## src/rtl/btsc_params.svh

```systemverilog
// Constants for the bit-test, indirect call and clear-accumulator execution unit
`ifndef BTSC_PARAMS_SVH
`define BTSC_PARAMS_SVH
`define BTSC_PC_W 11
`define BTSC_ADDR_W 7
`define BTSC_SP_W 3
`define BTSC_PC_HI_MSB 10
`define BTSC_PC_HI_LSB 8
`define BTSC_TBL_HI_MSB 2
`define BTSC_ACC_ZERO 8'h00
`define BTSC_PC_RST 11'h000
`define BTSC_SP_RST 3'h0
`define BTSC_PC_STEP 11'h001
`define BTSC_SP_STEP 3'h1
`endif

```

## src/rtl/btsc_pkg.sv

```systemverilog
// Types shared by the execution unit
package btsc_pkg;
  typedef enum logic [2:0] {
    BTSC_OP_NONE,
    BTSC_OP_SKIP_CLR,
    BTSC_OP_SKIP_SET,
    BTSC_OP_CALL,
    BTSC_OP_CLEAR_ACCUMULATOR_OP
  } btsc_op_t;
  typedef struct packed {
    btsc_op_t op;
    logic [6:0] reg_addr;
    logic [2:0] bit_sel;
  } btsc_instr_t;
  typedef struct packed {
    logic push;
    logic [10:0] data;
  } btsc_push_t;
endpackage : btsc_pkg

```

## src/rtl/btsc_exec.sv

```systemverilog
// Execution unit for bit-test skips, indirect call and accumulator clear
`timescale 1ns/1ps
`include "btsc_params.svh"
// Overview of operation
// RULE_01 - Skip-if-clear test skips next instruction when selected bit is zero.
// RULE_02 - Skip-if-set test skips next instruction when selected bit is one.
// RULE_03 - Skip replaces fetched next instruction with no-op; one or two cycles.
// RULE_04 - Register address 0..127, bit 0..7; no status flag changes for tests.
// RULE_05 - Indirect call pushes program counter plus one onto return stack.
// RULE_06 - Call loads PC high from table pointer low bits, PC low from accumulator.
// RULE_07 - Clear accumulator writes zero and sets zero flag, one cycle.
// RULE_08 - Indirect call increments stack pointer and takes two cycles.
module btsc_exec (
  // Clock and reset
  input wire logic CLOCK,
  input wire logic RST_B,
  // Instruction issue
  input wire logic ISSUE,
  input wire btsc_pkg::btsc_instr_t INSTR,
  // Core state inputs
  input wire logic [7:0] RF_RDATA,
  input wire logic [7:0] ACC_IN,
  input wire logic [7:0] TABLE_HIGH_POINTER,
  input wire logic ZERO_IN,
  // Register file address
  output logic [6:0] RF_ADDR,
  // Control outputs
  output logic BUSY,
  output logic SQUASH_NEXT,
  output logic [10:0] PC,
  output logic [2:0] SP,
  output btsc_pkg::btsc_push_t PUSH,
  output logic [7:0] ACC,
  output logic ZERO
);
  typedef enum logic [1:0] {BTSC_ST_RUN, BTSC_ST_NOP, BTSC_ST_CALL2} btsc_state_t;

  btsc_state_t state_q;
  btsc_state_t state_d;
  logic sel_bit;
  logic take_skip;
  logic go;
  logic [10:0] pc_q;
  logic [2:0] sp_q;
  logic [7:0] acc_q;
  logic zero_q;
  btsc_pkg::btsc_push_t push_q;

  // ==========================================================
  // Operand fetch
  assign RF_ADDR = INSTR.reg_addr; // see RULE_04

  btsc_bitsel u_bitsel (
    .data(RF_RDATA),
    .sel(INSTR.bit_sel),
    .bit_out(sel_bit)
  );

  // New issues only accepted in the run state
  // A refused issue gives no indication; the core must wait out BUSY
  assign go = ISSUE && (state_q == BTSC_ST_RUN);

  // Skip decision for both tests
  always_comb begin
    take_skip = 1'b0;
    if (go && INSTR.op == btsc_pkg::BTSC_OP_SKIP_CLR) begin
      take_skip = (sel_bit == 1'b0); // see RULE_01
    end else if (go && INSTR.op == btsc_pkg::BTSC_OP_SKIP_SET) begin
      take_skip = (sel_bit == 1'b1); // see RULE_02
    end
  end

  // ==========================================================
  // Sequencer
  always_comb begin
    state_d = state_q;
    case (state_q)
      BTSC_ST_RUN: begin
        if (take_skip) begin
          state_d = BTSC_ST_NOP; // see RULE_03
        end else if (go && INSTR.op == btsc_pkg::BTSC_OP_CALL) begin
          state_d = BTSC_ST_CALL2; // see RULE_08
        end
      end
      BTSC_ST_NOP: state_d = BTSC_ST_RUN;
      BTSC_ST_CALL2: state_d = BTSC_ST_RUN;
      default: state_d = BTSC_ST_RUN;
    endcase
  end

  // State register; a refused issue never reaches it
  always_ff @(posedge CLOCK or negedge RST_B) begin
    if (!RST_B) begin
      state_q <= BTSC_ST_RUN;
    end else begin
      state_q <= state_d;
    end
  end

  // Discarded slot executes as a no-op
  assign SQUASH_NEXT = (state_q == BTSC_ST_NOP); // see RULE_03
  assign BUSY = (state_q != BTSC_ST_RUN);

  // ==========================================================
  // Program counter: plain step, or jump on indirect call
  // The call's busy slot holds PC; the no-op slot steps past the discarded word
  always_ff @(posedge CLOCK or negedge RST_B) begin
    if (!RST_B) begin
      pc_q <= `BTSC_PC_RST;
    end else if (go && INSTR.op == btsc_pkg::BTSC_OP_CALL) begin
      pc_q <= {TABLE_HIGH_POINTER[`BTSC_TBL_HI_MSB:0], ACC_IN}; // see RULE_06
    end else if (go || state_q == BTSC_ST_NOP) begin
      pc_q <= pc_q + `BTSC_PC_STEP;
    end
  end

  // Return push and stack pointer advance
  always_ff @(posedge CLOCK or negedge RST_B) begin
    if (!RST_B) begin
      push_q <= '0;
      sp_q <= `BTSC_SP_RST;
    end else if (go && INSTR.op == btsc_pkg::BTSC_OP_CALL) begin
      push_q.push <= 1'b1;
      push_q.data <= pc_q + `BTSC_PC_STEP; // see RULE_05
      sp_q <= sp_q + `BTSC_SP_STEP; // see RULE_08
    end else begin
      push_q.push <= 1'b0;
    end
  end

  // ==========================================================
  // Accumulator and zero flag; tests and call leave the flag alone
  // ACC follows the core in every cycle but an accepted clear, so a clear offered while busy has no effect
  always_ff @(posedge CLOCK or negedge RST_B) begin
    if (!RST_B) begin
      acc_q <= `BTSC_ACC_ZERO;
      zero_q <= 1'b0;
    end else if (go && INSTR.op == btsc_pkg::BTSC_OP_CLEAR_ACCUMULATOR_OP) begin
      acc_q <= `BTSC_ACC_ZERO; // see RULE_07
      zero_q <= 1'b1; // see RULE_07
    end else begin
      acc_q <= ACC_IN;
      zero_q <= ZERO_IN; // see RULE_04
    end
  end

  // Data outputs straight from flip-flops
  assign PC = pc_q;
  assign SP = sp_q;
  assign PUSH = push_q;
  assign ACC = acc_q;
  assign ZERO = zero_q;
endmodule : btsc_exec

```

## src/rtl/btsc_bitsel.sv

```systemverilog
// Bit selector for the register-file operand
`timescale 1ns/1ps
module btsc_bitsel (
  // Operand
  input wire logic [7:0] data,
  input wire logic [2:0] sel,
  // Result
  output logic bit_out
);
  // Any position 0..7 is legal
  assign bit_out = data[sel];
endmodule : btsc_bitsel

```

## config.mk

```make
export PLATFORM = sky130hd
export DESIGN_NAME = btsc_exec
export DESIGN_NICKNAME = d
export VERILOG_FILES = /design/src/rtl/btsc_pkg.sv /design/src/rtl/btsc_exec.sv /design/src/rtl/btsc_bitsel.sv
export VERILOG_INCLUDE_DIRS = /design/src /design/src/rtl
export SDC_FILE = /design/constraint.sdc
export NUM_CORES = 1
export LEC_CHECK = 0
export CAP_MARGIN = 5
export CORE_MARGIN = 8
export CORE_UTILIZATION = 44
export DETAILED_ROUTE_END_ITERATION = 6
export DONT_BUFFER_PORTS = 1
export SKIP_LAST_GASP = 1
export SLEW_MARGIN = 20
export SYNTH_ARGS = -nofsm -noshare
export SYNTH_HDL_FRONTEND = slang
export SYNTH_SLANG_ARGS = --single-unit
```

## constraint.sdc

```tcl
create_clock -name CLOCK -period 4.5 [get_ports CLOCK]
set_input_delay 0 -clock CLOCK [delete_from_list [all_inputs] [get_ports CLOCK]]
set_output_delay 0 -clock CLOCK [all_outputs]
set_load 0.03 [all_outputs]
```

==> metrics.cfg <==
[timing]
worst_pin_slew_ns=0.756
period_share_pct=60.1
hold_viol_final=0
slew_violations=0
max_freq_ghz=0.370
fin_ws_ns=1.80
relSlewSlack_pct=49.6
setup_violations=0
layout_min_cycle_time_ns=2.70
hold_slack_ns=0.0000132
fin_skew_ns=0.00917
rsz0062_at_grt=no
setup_tns_ns=0

[floorplan]
row_count=23
coreArea_mm2=0.00397
io_pins=85
dieArea_mm2=0.00640
initial_utilization_pct=45.4
die_y_um=80.0
die_x_um=80.0

[clock_tree]
clk_pin_slew_worst_paths_ns=0.08
numClockSinks=37
root_buffer=clkbuf_8
clockBufferDepth=2
cts_buffers=5
tritoncts=yes
ctsHtreeMaxLevel=2
cts_resized=0
post_cts_buffers=0
clock_latency_ns=0.29
cts-hold-fix-buffers=17

[pwr]
ir_drop_mv=0.183
p_leak_nw=0.913
power_density_mw_per_mm2=606
power_mw=1.25

[setup_path]
end_kind=flop
r2r_start=state_q[1]$_DFFE_PN0P_
r2r_end=state_q[0]$_DFFE_PN0P_
r2r_cells=5
start_kind=flop
crit_path_start=state_q[1]$_DFFE_PN0P_
r2r_slack_ns=1.80
cp-endpoint=state_q[0]$_DFFE_PN0P_
cp.required_ns=4.73
crit_fanout=9
arrival_ns=2.93
crit_type=flop to flop

[run]
cap_violations=0

[placement]
placed_cells=215
pre_cts_ws_ns=2.08
dpl.hpwl_um=3130
portBuffers=0
gp_congestion=0.821

[routing]
drtAntennaViolNets=0
remaining_drc_errors=0
num_vias=1348
drt-total-wl_um=4390
drtIter0Drc=95
vias_per_cell=5.62
drt_first_pass_iters=5
wl_per_cell_um=18.3

[synthesis]
syn_avg_cell_area_um2=10.0
ys_types=39
seq_area_frac_synth_pct=51.4
synthCells=180
synthFlopType=dfrtp_1
synth_edf_count=0
syn_nets=223
synth_area_mm2=0.00180
ys_async_sr_fraction_pct=100
yosysWarnings=0
ys_ff_latch=37

[cells_and_area]
nFillCells=366
fin_cells=240
antenna_cells=0
fin_nets=232
drive_above_1_share_pct=7.37
syn2layout_area_growth_pct=14.0

[global_route]
grt_max_degree=38
grt_overflow=0
grt.total_usage_pct=14.5
antenna_found_initial=0
grt_first_pass_wirelength_um=7360
grt_pass1_vias=1355

[hold_path]
min_path_type=input pin to output pin

[outcome]
status=complete, no violations

==> cells in the final DEF, fill, tap and decap left out, types with 3 or more instances in the layout <==
cell,n
dfrtp_1,37
nand2_1,26
dlygate4sd3_1,16
o21ai_0,11
and2_1,8
a21oi_1,7
clkbuf_8,7
o22ai_1,6
o21ai_1,6
nor2_1,5
a2bb2oi_1,5
xnor2_1,5
xor2_1,5
inv_1,4
nand4_1,4
nand3_1,4
nor3_1,3
mux2i_1,3
==> cells by family after synthesis <==
group / Yosys count / share of synthesized area, %
and+or+nand+nor: 63 / 17.6
AOI/OAI and AO/OA: 42 / 14.1
DFF: 37 / 51.4
buffers and inverters: 21 / 6.52
xor gates and xnor gates: 10 / 4.86
muxes: 5 / 4.16
adders and majority gates: 2 / 1.39
==> registers in the layout, summed over array words and instances (netlist names) <==
name,cells
PC,11
state_q,2
ZERO,1
SP,3
ACC,8
PUSH,12
==> Yosys cell counts, types with 2 or more instances <==
master     number  share of area (%)
a21oi_1         7                1.9
a2bb2oi_1       5                2.4
a31oi_1         2               0.69
and2_1          8                2.8
buf_2           4                1.1
buf_4           7                2.9
clkbuf_1        4               0.83
dfrtp_1        37                 51
ha_1            2                1.4
inv_1           4               0.83
mux2i_1         3                1.7
mux4_2          2                2.5
nand2_1        26                5.4
nand3_1         4                1.1
nand4_1         4                1.4
nor2_1          5                1.0
nor2b_1         2               0.69
nor3_1          3               0.83
o21a_1          2               0.83
o21ai_0        11                3.1
o21ai_1         6                1.7
o22ai_1         6                2.1
or2_2           2               0.69
xnor2_1         5                2.4
xor2_1          5                2.4
==> how the worst min path moves through the flow <==
| stage | startpoint | slack [ns] | cells after the start | to |
|---|---|---|---|---|
| detailed placement | RST_B | -0.29 | 0 | ZERO$_DFF_PN0_ |
| finish | INSTR[3] | 0.00001 | 0 | RF_ADDR[0] |
| global placement | RST_B | -0.29 | 0 | ZERO$_DFF_PN0_ |
| CTS | INSTR[3] | 0.0004 | 0 | RF_ADDR[0] |
| global route | INSTR[3] | 0.00004 | 0 | RF_ADDR[0] |
| floorplan | RST_B | -0.30 | 0 | ACC[0]$_DFF_PN0_ |
==> worst max-delay path: stages, from the launching register on <==
cell and delay [ns]:
dfrtp_1 0.42, or4b_1 0.70, nor4_1 0.29, dlygate4sd3_1 0.61
a21o_1 0.09, dlygate4sd3_1 0.53
==> power by group <==
part	total (mW)	internal (mW)	switching (mW)
Clock	0.254	0.138	0.116
Combinational	0.235	0.120	0.115
Sequential	0.757	0.428	0.329
==> layout make-up <==
cell class | count | area [um2] | area share [%]
sequential | 37 | 926 | 45.0
multi-input combinational | 122 | 759 | 36.9
timing repair buffer | 18 | 188 | 9.13
clock buffer | 7 | 96.3 | 4.69
tap | 50 | 62.6 | 3.04
inverter | 5 | 18.8 | 0.913
clock inverter | 1 | 5.00 | 0.243
==> stage by stage <==
| step | utilization (%) | instance area (um2) |
|---|---|---|
| after floorplan | - | 1800 |
| after global placement | 44.7 | 1770 |
| after detailed placement | 44.7 | 1770 |
| after CTS | 51.8 | 2060 |
| after global routing | 51.8 | 2060 |
| final | 51.8 | 2060 |
==> metal layers <==
metal	track usage [%]	routed length [um]	up-vias
met1	16.2	1670	633
li1	-	-	638
met5	0	0	-
met4	4.73	61	0
met3	7.09	569	12
met2	23.5	2100	65
Note: power is estimated with default switching activity, not from simulation.
